File: src/logic/tad_map.svh
// Register offsets, field positions, reset values and timing counts of the tap and activity register bank
`ifndef TAD_MAP_SVH
`define TAD_MAP_SVH
`define TAD_OFS_CFG 8'h38
`define TAD_OFS_STATUS 8'h39
`define TAD_OFS_THS 8'h3a
`define TAD_OFS_LIMIT 8'h3b
`define TAD_OFS_LATENCY 8'h3c
`define TAD_OFS_WINDOW 8'h3d
`define TAD_OFS_WAKE_THS 8'h3e
`define TAD_OFS_WAKE_DUR 8'h3f
`define TAD_BIT_IA 6
`define TAD_BIT_DOUBLE 5
`define TAD_BIT_SINGLE 4
`define TAD_BIT_SIGN 3
`define TAD_BIT_LATCH 7
`define TAD_RST_BYTE 8'h00
`define TAD_RST_FIELD7 7'h00
`define TAD_WAKE_MUL 8
`endif

File: src/logic/tad_pkg.sv
// Types shared by the tap and activity register bank
package tad_pkg;
	typedef struct packed {
		logic wr;
		logic rd;
		logic [7:0] addr;
		logic [7:0] wdata;
	} tad_bus_t;
	typedef struct packed {
		logic valid;
		logic negative;
		logic [2:0] axis;
	} tad_tap_t;
	typedef enum logic [1:0] {
		TAD_IDLE = 2'b00,
		TAD_GAP = 2'b01,
		TAD_WIN = 2'b11
	} tad_state_t;
endpackage : tad_pkg

File: src/logic/tad_odr_timer.sv
// Counts data-rate ticks down from a loaded value and flags expiry
`timescale 1ns/10ps
module tad_odr_timer #(
	parameter int WIDTH = 12
) (
	// Clock and reset
	input wire logic i_clk,
	input wire logic i_rst,
	// Control
	input wire logic i_tick,
	input wire logic i_load,
	input wire logic [WIDTH-1:0] i_count,
	// Status
	output logic o_busy
);
	typedef struct packed {
		logic [WIDTH-1:0] cnt_reg;
	} tad_tmr_st_t;
	tad_tmr_st_t st_reg;
	tad_tmr_st_t st_next;
	always_comb begin
		st_next = st_reg;
		if (i_load) begin
			st_next.cnt_reg = i_count;
		end else if (i_tick && st_reg.cnt_reg != '0) begin
			st_next.cnt_reg = st_reg.cnt_reg - 1'b1;
		end
	end
	always_ff @(posedge i_clk or posedge i_rst) begin
		if (i_rst) begin
			st_reg <= '0;
		end else begin
			st_reg <= st_next;
		end
	end
	assign o_busy = st_reg.cnt_reg != '0;
endmodule : tad_odr_timer

File: src/logic/tad_wake_timer.sv
// Activity duration counter: reports when activity has lasted 8N+1 data-rate periods
`timescale 1ns/10ps
`include "tad_map.svh"
module tad_wake_timer (
	// Clock and reset
	input wire logic i_clk,
	input wire logic i_rst,
	// Inputs
	input wire logic i_tick,
	input wire logic i_active,
	input wire logic [7:0] i_dur,
	// Status
	output logic o_done
);
	typedef struct packed {
		logic [11:0] cnt_reg;
		logic done_reg;
	} tad_wk_st_t;
	tad_wk_st_t st_reg;
	tad_wk_st_t st_next;
	logic [11:0] limit;
	always_comb begin
		limit = 12'(`TAD_WAKE_MUL * i_dur) + 12'h001;
		st_next = st_reg;
		if (!i_active) begin
			st_next.cnt_reg = '0;
			st_next.done_reg = 1'b0;
		end else if (i_tick && !st_reg.done_reg) begin
			st_next.cnt_reg = st_reg.cnt_reg + 12'h001;
			st_next.done_reg = (st_reg.cnt_reg + 12'h001) >= limit;
		end
	end
	always_ff @(posedge i_clk or posedge i_rst) begin
		if (i_rst) begin
			st_reg <= '0;
		end else begin
			st_reg <= st_next;
		end
	end
	assign o_done = st_reg.done_reg;
endmodule : tad_wake_timer

File: src/logic/tad_regs.sv
// Tap detector and activity register bank with tap sequencing and interrupt output
`timescale 1ns/10ps
`include "tad_map.svh"
module tad_regs (
	// Clock and reset
	input wire logic i_clk,
	input wire logic i_rst,
	// Register access from the serial interface
	input tad_pkg::tad_bus_t i_bus,
	output logic [7:0] o_rdata,
	// Sensor side
	input wire logic i_odr_tick,
	input tad_pkg::tad_tap_t i_tap,
	input wire logic i_activity,
	// Outputs
	output logic o_tap_irq,
	output logic o_wake,
	output logic [6:0] o_tap_threshold,
	output logic [6:0] o_wake_threshold
);
	import tad_pkg::*;

	typedef struct packed {
		logic [5:0] cfg_reg;
		logic latch_reg;
		logic [6:0] ths_reg;
		logic [6:0] limit_reg;
		logic [7:0] latency_reg;
		logic [7:0] window_reg;
		logic [6:0] wake_ths_reg;
		logic [7:0] wake_dur_reg;
		logic ia_reg;
		logic dbl_reg;
		logic sgl_reg;
		logic sign_reg;
		logic [2:0] axis_reg;
		logic irq_reg;
		logic [7:0] rdata_reg;
		logic [7:0] tap_len_reg;
		logic tap_seen_reg;
		logic tap_neg_reg;
		logic [2:0] tap_axis_reg;
		tad_state_t fsm_reg;
		logic wake_reg;
	} tad_st_t;

	tad_st_t st_reg;
	tad_st_t st_next;
	logic gate_busy;
	logic gate_load;
	logic [8:0] gate_count;
	logic wake_done;
	logic [2:0] single_en;
	logic [2:0] double_en;
	logic [2:0] hit_single;
	logic [2:0] hit_double;
	logic status_rd;
	logic [7:0] status_byte;
	logic tap_end;

	// Per-axis enable bits: cfg = {zd, zs, yd, ys, xd, xs}
	genvar g;
	generate
		for (g = 0; g < 3; g++) begin : g_axis
			assign single_en[g] = st_reg.cfg_reg[2*g];
			assign double_en[g] = st_reg.cfg_reg[2*g+1];
			assign hit_single[g] = st_reg.tap_axis_reg[g] & single_en[g];
			assign hit_double[g] = st_reg.tap_axis_reg[g] & double_en[g];
		end
	endgenerate

	assign status_rd = i_bus.rd && i_bus.addr == `TAD_OFS_STATUS;
	// A tap counts once, as its pulse ends, and only if it lasted no longer than the time limit
	assign tap_end = st_reg.tap_seen_reg && !i_tap.valid && st_reg.tap_len_reg <= {1'b0, st_reg.limit_reg};
	// Status byte assembled from its field positions; bit 7 reads zero
	always_comb begin
		status_byte = `TAD_RST_BYTE;
		status_byte[`TAD_BIT_IA] = st_reg.ia_reg;
		status_byte[`TAD_BIT_DOUBLE] = st_reg.dbl_reg;
		status_byte[`TAD_BIT_SINGLE] = st_reg.sgl_reg;
		status_byte[`TAD_BIT_SIGN] = st_reg.sign_reg;
		status_byte[2:0] = st_reg.axis_reg;
	end

	tad_odr_timer #(
		.WIDTH(9)
	) u_gate (
		.i_clk(i_clk),
		.i_rst(i_rst),
		.i_tick(i_odr_tick),
		.i_load(gate_load),
		.i_count(gate_count),
		.o_busy(gate_busy)
	);

	tad_wake_timer u_wake (
		.i_clk(i_clk),
		.i_rst(i_rst),
		.i_tick(i_odr_tick),
		.i_active(i_activity),
		.i_dur(st_reg.wake_dur_reg),
		.o_done(wake_done)
	);

	always_comb begin
		st_next = st_reg;
		gate_load = 1'b0;
		gate_count = '0;
		// Tap duration measured in data-rate periods while the raw tap level is high
		// Sign and axes are captured while the pulse lasts, since they are used as it ends
		if (i_tap.valid) begin
			st_next.tap_seen_reg = 1'b1;
			st_next.tap_neg_reg = i_tap.negative;
			st_next.tap_axis_reg = st_reg.tap_axis_reg | i_tap.axis;
			if (i_odr_tick && st_reg.tap_len_reg != 8'hff) begin
				st_next.tap_len_reg = st_reg.tap_len_reg + 8'h01;
			end
		end else begin
			st_next.tap_len_reg = '0;
			st_next.tap_seen_reg = 1'b0;
			st_next.tap_axis_reg = '0;
		end
		// Register writes
		if (i_bus.wr) begin
			unique case (i_bus.addr)
				`TAD_OFS_CFG: st_next.cfg_reg = i_bus.wdata[5:0];
				`TAD_OFS_THS: begin
					st_next.latch_reg = i_bus.wdata[`TAD_BIT_LATCH];
					st_next.ths_reg = i_bus.wdata[6:0];
				end
				`TAD_OFS_LIMIT: st_next.limit_reg = i_bus.wdata[6:0];
				`TAD_OFS_LATENCY: st_next.latency_reg = i_bus.wdata;
				`TAD_OFS_WINDOW: st_next.window_reg = i_bus.wdata;
				`TAD_OFS_WAKE_THS: st_next.wake_ths_reg = i_bus.wdata[6:0];
				`TAD_OFS_WAKE_DUR: st_next.wake_dur_reg = i_bus.wdata;
				default: ;
			endcase
		end
		// Register reads
		if (i_bus.rd) begin
			unique case (i_bus.addr)
				`TAD_OFS_CFG: st_next.rdata_reg = {2'b00, st_reg.cfg_reg};
				`TAD_OFS_STATUS: st_next.rdata_reg = status_byte;
				`TAD_OFS_THS: st_next.rdata_reg = {st_reg.latch_reg, st_reg.ths_reg};
				`TAD_OFS_LIMIT: st_next.rdata_reg = {1'b0, st_reg.limit_reg};
				`TAD_OFS_LATENCY: st_next.rdata_reg = st_reg.latency_reg;
				`TAD_OFS_WINDOW: st_next.rdata_reg = st_reg.window_reg;
				`TAD_OFS_WAKE_THS: st_next.rdata_reg = {1'b0, st_reg.wake_ths_reg};
				`TAD_OFS_WAKE_DUR: st_next.rdata_reg = st_reg.wake_dur_reg;
				default: st_next.rdata_reg = `TAD_RST_BYTE;
			endcase
		end
		// Reading status releases a latched interrupt
		if (status_rd) begin
			st_next.ia_reg = 1'b0;
			if (st_reg.latch_reg) begin
				st_next.irq_reg = 1'b0;
			end
		end
		// Unlatched interrupt ends with the latency, or with the double-tap window if one follows
		if (!st_reg.latch_reg && st_reg.irq_reg && !gate_busy && st_reg.fsm_reg != TAD_GAP) begin
			st_next.irq_reg = 1'b0;
		end
		// Tap sequencing; a new event wins over a clearing read
		unique case (st_reg.fsm_reg)
			TAD_IDLE: begin
				if (tap_end && (hit_single != '0 || hit_double != '0)) begin
					st_next.sign_reg = st_reg.tap_neg_reg;
					st_next.axis_reg = st_reg.tap_axis_reg;
					st_next.sgl_reg = hit_single != '0;
					st_next.dbl_reg = 1'b0;
					gate_load = 1'b1;
					gate_count = {1'b0, st_reg.latency_reg};
					if (hit_single != '0) begin
						st_next.ia_reg = 1'b1;
						st_next.irq_reg = 1'b1;
					end
					if (hit_double != '0) begin
						st_next.fsm_reg = TAD_GAP;
					end
				end
			end
			TAD_GAP: begin
				if (!gate_busy && !gate_load) begin
					gate_load = 1'b1;
					gate_count = {1'b0, st_reg.window_reg};
					st_next.fsm_reg = TAD_WIN;
				end
			end
			TAD_WIN: begin
				if (tap_end && hit_double != '0) begin
					st_next.dbl_reg = 1'b1;
					st_next.sign_reg = st_reg.tap_neg_reg;
					st_next.axis_reg = st_reg.tap_axis_reg;
					st_next.ia_reg = 1'b1;
					st_next.irq_reg = 1'b1;
					gate_load = 1'b1;
					gate_count = {1'b0, st_reg.latency_reg};
					st_next.fsm_reg = TAD_IDLE;
				end else if (!gate_busy) begin
					st_next.fsm_reg = TAD_IDLE;
				end
			end
			default: st_next.fsm_reg = TAD_IDLE;
		endcase
		st_next.wake_reg = wake_done;
	end

	always_ff @(posedge i_clk or posedge i_rst) begin
		if (i_rst) begin
			st_reg <= '0;
		end else begin
			st_reg <= st_next;
		end
	end

	assign o_rdata = st_reg.rdata_reg;
	assign o_tap_irq = st_reg.irq_reg;
	assign o_wake = st_reg.wake_reg;
	assign o_tap_threshold = st_reg.ths_reg;
	assign o_wake_threshold = st_reg.wake_ths_reg;

	latched_hold_a: assert property (@(posedge i_clk) disable iff (i_rst)
		st_reg.latch_reg && o_tap_irq && !$past(status_rd) && !status_rd |=> o_tap_irq)
		else $error("latched tap interrupt dropped without status read");
	read_release_a: assert property (@(posedge i_clk) disable iff (i_rst)
		status_rd && st_reg.latch_reg && st_reg.fsm_reg == TAD_IDLE && !tap_end |=> !o_tap_irq)
		else $error("status read did not release latched interrupt");
	ia_set_a: assert property (@(posedge i_clk) disable iff (i_rst)
		$rose(o_tap_irq) |-> st_reg.ia_reg)
		else $error("interrupt without active bit");
	unlatched_end_a: assert property (@(posedge i_clk) disable iff (i_rst)
		!st_reg.latch_reg && o_tap_irq && !gate_busy && st_reg.fsm_reg == TAD_IDLE && !tap_end |=> !o_tap_irq)
		else $error("unlatched interrupt outlived latency");
	limit_top_a: assert property (@(posedge i_clk) disable iff (i_rst)
		i_bus.rd && i_bus.addr == `TAD_OFS_LIMIT |=> !o_rdata[7])
		else $error("time limit top bit not zero");
	ths_store_a: assert property (@(posedge i_clk) disable iff (i_rst)
		i_bus.wr && i_bus.addr == `TAD_OFS_THS |=> o_tap_threshold == $past(i_bus.wdata[6:0]))
		else $error("threshold not stored");
	wake_ths_a: assert property (@(posedge i_clk) disable iff (i_rst)
		i_bus.wr && i_bus.addr == `TAD_OFS_WAKE_THS |=> o_wake_threshold == $past(i_bus.wdata[6:0]))
		else $error("wake threshold not stored");
	wake_clear_a: assert property (@(posedge i_clk) disable iff (i_rst)
		!i_activity ##1 !i_activity |=> !o_wake)
		else $error("wake held without activity");
	gated_tap_a: assert property (@(posedge i_clk) disable iff (i_rst)
		st_reg.fsm_reg == TAD_IDLE && st_reg.cfg_reg == '0 && !o_tap_irq |=> !o_tap_irq)
		else $error("tap interrupt with all axes disabled");
	ia_read_clear_a: assert property (@(posedge i_clk) disable iff (i_rst)
		status_rd && !tap_end |=> !st_reg.ia_reg)
		else $error("active bit not cleared by status read");
	ia_hold_a: assert property (@(posedge i_clk) disable iff (i_rst)
		st_reg.ia_reg && !status_rd |=> st_reg.ia_reg)
		else $error("active bit lost without status read");
	status_read_a: assert property (@(posedge i_clk) disable iff (i_rst)
		status_rd |=> o_rdata == $past(status_byte))
		else $error("status read returned a stale byte");
	sign_store_a: assert property (@(posedge i_clk) disable iff (i_rst)
		st_reg.fsm_reg == TAD_IDLE && tap_end && (hit_single != '0 || hit_double != '0)
		|=> st_reg.sign_reg == $past(st_reg.tap_neg_reg))
		else $error("tap sign not recorded");
	axis_store_a: assert property (@(posedge i_clk) disable iff (i_rst)
		st_reg.fsm_reg == TAD_IDLE && tap_end && (hit_single != '0 || hit_double != '0)
		|=> st_reg.axis_reg == $past(st_reg.tap_axis_reg))
		else $error("tap axes not recorded");
	single_flag_a: assert property (@(posedge i_clk) disable iff (i_rst)
		st_reg.fsm_reg == TAD_IDLE && tap_end && (hit_single != '0 || hit_double != '0)
		|=> st_reg.sgl_reg == ($past(hit_single) != 3'h0))
		else $error("single tap bit wrong");
	single_irq_a: assert property (@(posedge i_clk) disable iff (i_rst)
		st_reg.fsm_reg == TAD_IDLE && tap_end && hit_single != '0 |=> o_tap_irq && st_reg.ia_reg)
		else $error("single tap raised no interrupt");
	double_wait_a: assert property (@(posedge i_clk) disable iff (i_rst)
		st_reg.fsm_reg == TAD_IDLE && tap_end && hit_single == '0 && hit_double != '0 |=> st_reg.fsm_reg == TAD_GAP)
		else $error("first of a double tap not awaited");
	gap_hold_a: assert property (@(posedge i_clk) disable iff (i_rst)
		st_reg.fsm_reg == TAD_GAP && gate_busy |=> st_reg.fsm_reg == TAD_GAP)
		else $error("latency cut short");
	gap_open_a: assert property (@(posedge i_clk) disable iff (i_rst)
		st_reg.fsm_reg == TAD_GAP && !gate_busy |=> st_reg.fsm_reg == TAD_WIN)
		else $error("window not opened after latency");
	gap_ignore_a: assert property (@(posedge i_clk) disable iff (i_rst)
		st_reg.fsm_reg == TAD_GAP && !st_reg.dbl_reg |=> !st_reg.dbl_reg)
		else $error("double tap taken inside latency");
	double_hit_a: assert property (@(posedge i_clk) disable iff (i_rst)
		st_reg.fsm_reg == TAD_WIN && tap_end && hit_double != '0
		|=> st_reg.dbl_reg && st_reg.ia_reg && o_tap_irq && st_reg.fsm_reg == TAD_IDLE)
		else $error("second tap in window not reported");
	window_hold_a: assert property (@(posedge i_clk) disable iff (i_rst)
		st_reg.fsm_reg == TAD_WIN && gate_busy && !tap_end |=> st_reg.fsm_reg == TAD_WIN)
		else $error("window closed early");
	window_close_a: assert property (@(posedge i_clk) disable iff (i_rst)
		st_reg.fsm_reg == TAD_WIN && !gate_busy && !tap_end |=> st_reg.fsm_reg == TAD_IDLE)
		else $error("window outlived its length");
	long_tap_a: assert property (@(posedge i_clk) disable iff (i_rst)
		st_reg.fsm_reg == TAD_IDLE && st_reg.tap_len_reg > {1'b0, st_reg.limit_reg} && !o_tap_irq |=> !o_tap_irq)
		else $error("over-long tap raised an interrupt");
	unlatched_keep_a: assert property (@(posedge i_clk) disable iff (i_rst)
		!st_reg.latch_reg && o_tap_irq && gate_busy |=> o_tap_irq)
		else $error("unlatched interrupt ended inside latency");
	limit_store_a: assert property (@(posedge i_clk) disable iff (i_rst)
		i_bus.wr && i_bus.addr == `TAD_OFS_LIMIT |=> st_reg.limit_reg == $past(i_bus.wdata[6:0]))
		else $error("time limit not stored");
	latency_store_a: assert property (@(posedge i_clk) disable iff (i_rst)
		i_bus.wr && i_bus.addr == `TAD_OFS_LATENCY |=> st_reg.latency_reg == $past(i_bus.wdata))
		else $error("latency not stored");
	latch_store_a: assert property (@(posedge i_clk) disable iff (i_rst)
		i_bus.wr && i_bus.addr == `TAD_OFS_THS |=> st_reg.latch_reg == $past(i_bus.wdata[`TAD_BIT_LATCH]))
		else $error("latch request not stored");
	cfg_store_a: assert property (@(posedge i_clk) disable iff (i_rst)
		i_bus.wr && i_bus.addr == `TAD_OFS_CFG |=> st_reg.cfg_reg == $past(i_bus.wdata[5:0]))
		else $error("tap enables not stored");
	wake_dur_store_a: assert property (@(posedge i_clk) disable iff (i_rst)
		i_bus.wr && i_bus.addr == `TAD_OFS_WAKE_DUR |=> st_reg.wake_dur_reg == $past(i_bus.wdata))
		else $error("wake duration not stored");
	wake_follow_a: assert property (@(posedge i_clk) disable iff (i_rst)
		wake_done |=> o_wake)
		else $error("wake output missed the duration count");
endmodule : tad_regs

File: config.mk
export PLATFORM = sky130hd
export DESIGN_NAME = tad_regs
export DESIGN_NICKNAME = d
export VERILOG_FILES = /design/src/logic/tad_pkg.sv /design/src/logic/tad_odr_timer.sv /design/src/logic/tad_wake_timer.sv /design/src/logic/tad_regs.sv
export VERILOG_INCLUDE_DIRS = /design/src /design/src/logic
export SDC_FILE = /design/constraint.sdc
export NUM_CORES = 1
export LEC_CHECK = 0
export BUFFER_PORTS_ARGS = -buffer_cell sky130_fd_sc_hd__buf_2
export CAP_MARGIN = 20
export CORE_MARGIN = 1.5
export CORE_UTILIZATION = 60
export CTS_CLUSTER_DIAMETER = 120
export DETAILED_ROUTE_END_ITERATION = 12
export GPL_TIMING_DRIVEN = 0
export PLACE_DENSITY = 0.78
export SYNTH_ARGS = -nofsm -noshare
export SYNTH_HDL_FRONTEND = slang
export SYNTH_SLANG_ARGS = --single-unit
export TNS_END_PERCENT = 10
File: constraint.sdc
create_clock -name i_clk -period 4.25 [get_ports i_clk]
set_input_delay 0.85 -clock i_clk [delete_from_list [all_inputs] [get_ports i_clk]]
set_output_delay 0.85 -clock i_clk [all_outputs]
set_load 0.01 [all_outputs]
==> Yosys cells after proc, flatten, opt, wreduce, memory -nomap -nowiden <==
Cells that the tools add are included.
{ "classes": {"n_eq_ne": 19, "mux": 33, "n_addsub": 4, "magnitude_cmp": 2, "bitwise": 7, "n_reduce_logical": 32} }
{ "op_table": {"columns": ["op", "n"], "rows": [
  ["$eq A8 B6 Y1 const B", 8],
  ["$pmux W8 S8", 1],
  ["$mux W8", 5],
  ["$mux W9", 3],
  ["$mux W13", 2],
  ["$pmux W8 S3", 1],
  ["$reduce_and A2 Y1", 8],
  ["$add A11 B1 Y12 const B", 1],
  ["$add A12 B1 Y12 const B", 1],
  ["$ge A12 B12 Y1", 1],
  ["$mux W2", 6],
  ["$logic_and A1 B1 Y1", 11],
  ["$pmux W5 S2", 1],
  ["$mux W1", 9],
  ["$reduce_bool A9 Y1", 1],
  ["$sub A9 B1 Y9 const B", 1],
  ["$add A8 B1 Y8 const B", 1],
  ["$le A8 B7 Y1", 1],
  ["$ne A2 B2 Y1 const B", 4],
  ["$ne A8 B8 Y1 const B", 1],
  ["$and A1 B1 Y1", 6],
  ["$ne A2 B1 Y1 const B", 3],
  ["$pmux W2 S3", 1],
  ["$reduce_bool A3 Y1", 2],
  ["14 further kinds", 18]
]} }
{ "word_totals": {"output_inout_bits": 24, "wordCells": 121, "inputBits": 27, "reg_bits": 106} }

==> Logic depth before layout (Yosys ltp) <==
Gate-level depths: netlist (run 1).
{ "depth": {"depth_word": 8, "mapped_depth": 10, "mapped_depth_nobuf": 10} }

==> Modules after synthesis <==
From an unflattened synthesis (run 1), not the netlist that was laid out.
{ "hier_totals": {"cells_unflattened": 553, "hier_area_um2": 5979.5} }
{ "modules_own_cells": {"columns": ["module", "n_inst", "seq_area_each_um2", "cells_each", "area_per_inst_um2"], "rows": [
  ["tad_regs", 1, 2102.0, 364, 4331.7],
  ["tad_wake_timer", 1, 325.3, 118, 1031.0],
  ["tad_odr_timer", 1, 225.2, 71, 616.8]
]} }

==> Worst setup path before layout (run 1) <==
OpenSTA, ideal clock, no wires.
{ "synth_path": {"path_kind": "input-to-reg", "start": "input i_bus[15] (netlist name)", "end": "register st_reg (netlist bit double_en[0])", "t_arrival_ps": 2126, "cell_stages": 5, "required_ps": 4125, "slack_ps": 1999, "cell_sequence": "nor2_1 > and4_1 > nand3b_1 > nor3_1 > mux2_2"} }
{ "synth_via": {"elab_chain_cells": 2} }
{ "synth_lines": {"columns": ["item", "line", "rtl"], "rows": [
  ["from (decl)", "tad_regs.sv:9", "input tad_pkg::tad_bus_t i_bus,"],
  ["$eq A8 B6 Y1", "tad_regs.sv:125", "unique case (i_bus.addr)"],
  ["$reduce_and A2 Y1 (no line)", null, null],
  ["to (signal assigned)", "tad_regs.sv:213", "st_reg <= st_next;"],
  ["to (decl)", "tad_regs.sv:47", "tad_st_t st_reg;"]
]} }
Every way passes these cells.
A chain may end at the register's enable or synchronous reset.

==> Worst setup path after layout (run 1) <==
{ "layout_path": {"start": "input i_bus[8] (netlist name)", "end": "register st_reg (netlist bit o_rdata[3])"} }
{ "layout_via": {"elab_chain_cells": 2, "elab_cells_between_ends": 9} }
{ "layout_lines": {"columns": ["item", "line", "rtl"], "rows": [
  ["$eq A8 B6 Y1", "tad_regs.sv:141", "unique case (i_bus.addr)"],
  ["$pmux W8 S8 (*)", "tad_regs.sv:141", null]
]} }
Every way passes the cells marked *; elsewhere a longest branch is shown, timed or not.

==> results of run 1 <==
## per-layer routing
metal | up-vias | GRT usage (%)
li1 | 1982 | -
met1 | 2071 | 37.2
met2 | 117 | 45.2
met3 | 24 | 4.55
met4 | 0 | 9.83
met5 | - | 0
## worst min path at each step
stage                                   start               end
finish              u_wake.o_done$_DFFE_PP0P_  o_wake$_DFF_PP0_
floorplan           u_wake.o_done$_DFFE_PP0P_  o_wake$_DFF_PP0_
detailed placement  u_wake.o_done$_DFFE_PP0P_  o_wake$_DFF_PP0_
global placement    u_wake.o_done$_DFFE_PP0P_  o_wake$_DFF_PP0_
CTS                 u_wake.o_done$_DFFE_PP0P_  o_wake$_DFF_PP0_
global route        u_wake.o_done$_DFFE_PP0P_  o_wake$_DFF_PP0_
## cell usage in the layout, fill, tap and decap left out, types with 3 or more instances in the layout
cell        n
nor2b_1     5
and2_1     12
xnor2_1    23
o21ai_0    24
inv_6       3
a21boi_0    7
a31oi_1     3
o21a_1      9
nand2b_1    4
dfrtp_1   106
nand2_1    32
xor2_1      8
and3_1      5
clkbuf_1   11
nor3_1      9
nand3_1    13
ha_1       25
inv_1      34
a22o_1      7
buf_4      22
o211ai_1    4
o22ai_1    10
mux2i_1    14
buf_2      49
mux2_2     41
nand3b_1    4
nor2_1     19
or3_2       3
a211oi_1    3
clkbuf_8    9
mux4_2     12
a21oi_1    20
or3_1       7
## logic make-up (layout without fill, tap and decap cells)
family / count (synthesis) / count (layout) / synth area share [%]
mux: 67 / 67 / 15.0
simple gates: 128 / 128 / 12.0
fa+ha+maj: 25 / 25 / 5.37
xor+xnor: 31 / 31 / 4.66
compound gates: 100 / 100 / 11.2
buf+inv: 71 / 136 / 6.27
flops: 106 / 106 / 45.6
## stage by stage
step	instances	utilization, %	setup WS, ns	cell area (um2)
after floorplan	528	-	0.611	5820
after global placement	705	66.7	-0.524	6220
after detailed placement	706	67.0	1.36	6250
after CTS	722	69.1	1.73	6440
after global routing	722	69.1	1.48	6440
final	722	69.1	1.69	6440
## final cells by class
class	instances	area share, %
flip-flops and latches	106	41.2
inverters	35	2.08
plain buffers	36	3.63
clock buffers	10	1.98
multi-input cells	351	43.5
repair buffers	49	4.04
well taps	129	2.50
clock inverters	6	1.09
## worst max-delay path: stages
cell and delay, ns:
buf_2 0.15, buf_1 0.44, clkbuf_1 0.56, mux4_2 0.45, mux2i_1 0.25, o22ai_1 0.11
## power by group through the flow
stage / Sequential (mW) / Combinational [mW] / Clock (mW)
2_1_floorplan: 1.18 / 0.324 / 0
3_3_place_gp: 1.20 / 0.410 / 0
3_5_place_dp: 1.20 / 0.436 / 0
4_1_cts: 1.18 / 0.439 / 0.644
5_1_grt: 1.20 / 0.493 / 0.689
6_report: 1.19 / 0.440 / 0.634
==> flow_summary.json, run 1 <==
{
  "drive_gt1_share_pct": 26.1,
  "grtUsageTotal_pct": 27.5,
  "antenna_found_initial": 0,
  "rr_startpoint": "st_reg[3]$_DFF_PP0_",
  "power_mw": 2.26,
  "drtIter0Drc": 207,
  "critical_path_class": "input pin to register",
  "hold_path.class": "register to register",
  "die_height_um": 102,
  "finalSetupViolations": 0,
  "dpl.hpwl_um": 9520,
  "drt-pass1-iter-count": 6,
  "top_layer_used": "met4",
  "clkSinkCount": 106,
  "p_seq_share_pct": 52.5,
  "timing.rr.end": "u_gate.st_reg[0]$_DFFE_PP0P_",
  "syn_area_mm2": 0.00582,
  "synthTopCellsByArea": "dfrtp_1 (46%), mux2_2 (7.9%), ha_1 (5.4%), mux4_2 (4.6%), xnor2_1 (3.5%)",
  "cts_resized": 0,
  "fillers": 715,
  "ios": 51,
  "ys_seq_area_share_pct": 45.6,
  "cts_tree": "done",
  "drt_drc_violations_left": 0,
  "wl_per_cell_um": 17.7,
  "crit_path_end": "o_rdata[3]$_DFFE_PP0P_",
  "wl_met2_um": 6290,
  "grt_max_degree": 65,
  "layout.area.seq_mm2": 0.00265,
  "p_sw_uw": 671,
  "nets": 640,
  "vias_per_cell": 5.81,
  "synth.net_count": 580,
  "tightest_slew_ns": 1.13,
  "slew_violations": 0,
  "cap_violations": 0,
  "ant_nets": 0,
  "start_util_pct": 62.4,
  "required_ns": 4.51,
  "cts_buffers": 9,
  "postCtsSetupBuffers": 0,
  "syn_to_final_growth_pct": 10.7,
  "p_leak_nw": 3.09,
  "timing.fmax_ghz": 0.391,
  "fin_crit_ns": 2.56,
  "core_area_mm2": 0.00933,
  "async_reset_ff_share_pct": 100,
  "vias": 4194,
  "synth.distinct_cells": 56,
  "grt_pass1_wl_um": 21600,
  "cts_max_level": 3,
  "p_clk_share_pct": 28.0,
  "synth_top_area_share_pct": 45.6,
  "largest_register_ffs": 54,
  "ys_ff_latch": 106,
  "place_congestion": 0.911,
  "powerDensity_mw_per_mm2": 351,
  "ctsLongestPathBuffers": 2,
  "syn_avg_cell_area_um2": 11.0,
  "synth.most_common_cell": "dfrtp_1",
  "wl_met1_um": 5630,
  "grt_pass1_vias": 4328,
  "antenna_cells": 0,
  "synth_top_area_cell": "dfrtp_1",
  "synthCells": 528,
  "crit_fanout": 10,
  "vdd_drop_max_mv": 0.227,
  "cell_internal_pwr_mw": 1.59,
  "hold_violations": 0,
  "overflow": 0,
  "clk_pin_slew_worst_paths_ns": 0.11,
  "multi_input_area_mm2": 0.00281,
  "slew_headroom_pct": 24.6,
  "pwr-share-comb_pct": 19.5,
  "dr_wl_met3_um": 559,
  "clockRootBuffer": "clkbuf_8",
  "wl_um": 12800,
  "rsz0062_at_grt": "false",
  "holdPathStages": 0,
  "hold_ws_ns": 0.474,
  "cp_data_arrival_time_ns": 2.82,
  "setup-tns-final_ns": 0,
  "r2r_slack_ns": 1.71,
  "worstRegToRegCells": 6,
  "critPathCaptureType": "register",
  "die-area_mm2": 0.0103,
  "synthFlopType": "dfrtp_1",
  "worstSetupStartpoint": "i_bus[8]",
  "min_period_over_period_pct": 60.2,
  "clk_latency_ns": 0.38,
  "synth-edff-count": 0,
  "rows": 35,
  "finClkSkew_ns": 0.0166,
  "yosysWarnings": 0,
  "swShare_pct": 29.7,
  "die_w_um": 102,
  "status": "finished, final reports clean",
  "port_buffers": 48,
  "ys_top_cells_by_count": "dfrtp_1 (106), mux2_2 (41), inv_1 (35), nand2_1 (32), ha_1 (25)",
  "start_kind": "input pin",
  "hold_buffers": 0
}
No activity file was read; power rests on OpenSTA's default activity.
==> run 2: changes to the inputs <==
ABC_AREA = 1   (was not set)
clock period = 2.5 ns   (was 4.25 ns; I/O delays follow)
==> flow_summary.json, run 2 <==
{
  "status": "finished, final reports clean",
  "grtUsageTotal_pct": 28.9,
  "hold_path.class": "input pin to register",
  "ant_nets": 0,
  "synth_top_area_share_pct": 43.6,
  "critical_path_class": "register to register",
  "required_ns": 2.79,
  "cts_max_level": 3,
  "synth.distinct_cells": 43,
  "slew_headroom_pct": 43.1,
  "syn_area_mm2": 0.00608,
  "antenna_cells": 0,
  "slew_violations": 0,
  "wl_per_cell_um": 15.8,
  "clockRootBuffer": "clkbuf_8",
  "rr_startpoint": "u_wake.st_reg[3]$_DFFE_PP0P_",
  "finalSetupViolations": 0,
  "hold_buffers": 0,
  "hold_violations": 0,
  "synthFlopType": "dfrtp_1",
  "wl_um": 14800,
  "clkSinkCount": 106,
  "drtIter0Drc": 279,
  "synth-edff-count": 0,
  "drive_gt1_share_pct": 22.4,
  "cap_violations": 0,
  "finClkSkew_ns": 0.0167,
  "synth_top_area_cell": "dfrtp_1",
  "p_leak_nw": 3.46,
  "start_kind": "register",
  "syn_avg_cell_area_um2": 8.32,
  "layout.cells.most_common": "nand2_1",
  "cts_buffers": 9,
  "ios": 51,
  "grt_max_degree": 38,
  "place_congestion": 0.903,
  "largest_register_ffs": 54,
  "vias": 5120,
  "dpl-instance-area_mm2": 0.00654,
  "fin_crit_ns": 2.33,
  "synth.most_common_cell": "nand2_1",
  "timing.fmax_ghz": 0.429,
  "vias_per_cell": 5.49,
  "fin_util_pct": 68.9,
  "grt_pass1_wl_um": 24400,
  "vdd_drop_max_mv": 0.510,
  "dpl.hpwl_um": 11100,
  "setup-tns-final_ns": 0,
  "synth.net_count": 783,
  "antenna_found_initial": 0,
  "holdCritStartpoint": "i_tap[4]",
  "synthTopCellsByArea": "dfrtp_1 (44%), nand2_1 (13%), ha_1 (5.1%), inv_1 (4.8%), o21ai_1 (3.5%)",
  "die_w_um": 104,
  "stdcell_area_mm2": 0.00677,
  "clk_pin_slew_worst_paths_ns": 0.10,
  "yosysWarnings": 0,
  "port_buffers": 50,
  "grt_pass1_vias": 4970,
  "overflow": 0,
  "start_util_pct": 61.9,
  "core_area_mm2": 0.00982,
  "ys_seq_area_share_pct": 43.6,
  "die-area_mm2": 0.0107,
  "synthCells": 731,
  "cp_data_arrival_time_ns": 2.62,
  "drt-pass1-iter-count": 6,
  "tightest_slew_ns": 0.851,
  "ys_ff_latch": 106,
  "fillers": 828,
  "nets": 847,
  "clk_latency_ns": 0.40,
  "min_period_over_period_pct": 93.2,
  "critPathCaptureType": "register",
  "die_height_um": 104,
  "multi_input_area_mm2": 0.00287,
  "async_reset_ff_share_pct": 100,
  "final_cell_mix": "nand2_1 (214), dfrtp_1 (105), inv_1 (77)",
  "syn_to_final_growth_pct": 11.3,
  "ys_top_cells_by_count": "nand2_1 (214), dfrtp_1 (106), inv_1 (78), o21ai_1 (42)",
  "drt_drc_violations_left": 0,
  "hold_ws_ns": 0.235,
  "worstSetupStartpoint": "u_wake.st_reg[3]$_DFFE_PP0P_",
  "ctsLongestPathBuffers": 2,
  "layout.area.seq_mm2": 0.00265,
  "powerDensity_mw_per_mm2": 569,
  "cts_tree": "done",
  "crit_fanout": 4,
  "rows": 36
}
## run 2: changes by cell type in the layout (fill, tap and decap cells not counted), sizes merged, moves of 19 or more
cell   before  now
inv        38   90
nand3      13   32
nand2      32  237
o21ai      24   88
mux2       41    0
## run 2: area by class of cell
type,count,area share (%)
Sequential cell,106,39.2
Inverter,91,5.18
Timing Repair Buffer,53,4.40
Tap cell,133,2.46
Clock buffer,11,2.09
Multi-Input combinational cell,502,42.5
Buffer,32,3.51
Clock inverter,5,0.684
## run 2: cell families after synthesis
logic type,count (synthesis),share of synthesized area (%)
AO/OA/AOI/OAI,122,12.0
AND/OR/NAND/NOR,341,27.5
XOR/XNOR,14,2.02
adder cells (fa/ha/maj),25,5.15
flip-flops,106,43.6
buffers and inverters,123,9.61
## run 2: final timing paths
kind                                                  end  slack, ns  cells after the start
setup / recovery                u_wake.o_done$_DFFE_PP0P_       0.17                     17
hold / removal                        st_reg[7]$_DFF_PP0_       0.24                      1
setup reg to reg                u_wake.o_done$_DFFE_PP0P_       0.17                     17
hold reg to reg                          o_wake$_DFF_PP0_       0.45                      0
max in group asynchronous   u_wake.st_reg[12]$_DFFE_PP0P_       1.59                      3
min in group asynchronous  o_tap_threshold[6]$_DFFE_PP0P_       0.25                      2
## run 2: metal layers
metal	share of wire, %	wire length (um)	GRT usage [%]
met1	43	6290	36.6
met2	49	7220	48.0
met3	5.9	863	6.99
met4	2.6	385	11.3
met5	0	0	0
## run 2: worst max-delay path, stage by stage, from the launching register on
cell	delay, ns
dfrtp_2	0.44
nand4_1	0.19
nor2_2	0.20
inv_1	0.07
o21ai_0	0.17
nand2_1	0.10
inv_1	0.07
ha_1	0.26
nand2_1	0.09
nor2_1	0.06
a211oi_2	0.15
o21ai_1	0.10
nand3_1	0.08
nand2_1	0.05
nand2_1	0.05
nand2_1	0.04
nand2_1	0.06
nand2_1	0.06
## run 2: repair_timing
item,4_1_cts,5_1_grt
endpoints found under the setup margin,0,1
resized for setup,0,9
setup buffers,0,1
## run 2: metrics by stage
stage	worst slack [ns]	power [mW]	instances
2_1_floorplan	0.487	2.62	731
3_3_place_gp	0.0423	2.78	914
3_5_place_dp	0.142	2.83	916
4_1_cts	0.111	3.88	932
5_1_grt	-0.0688	4.06	933
6_report	0.171	3.85	933
## run 2: where the power goes
part	internal, mW	leakage (nW)	switching (mW)
registers	1.86	1.44	0.152
logic	0.302	1.93	0.506
clock network	0.406	0.0960	0.630
total	2.56	3.46	1.29
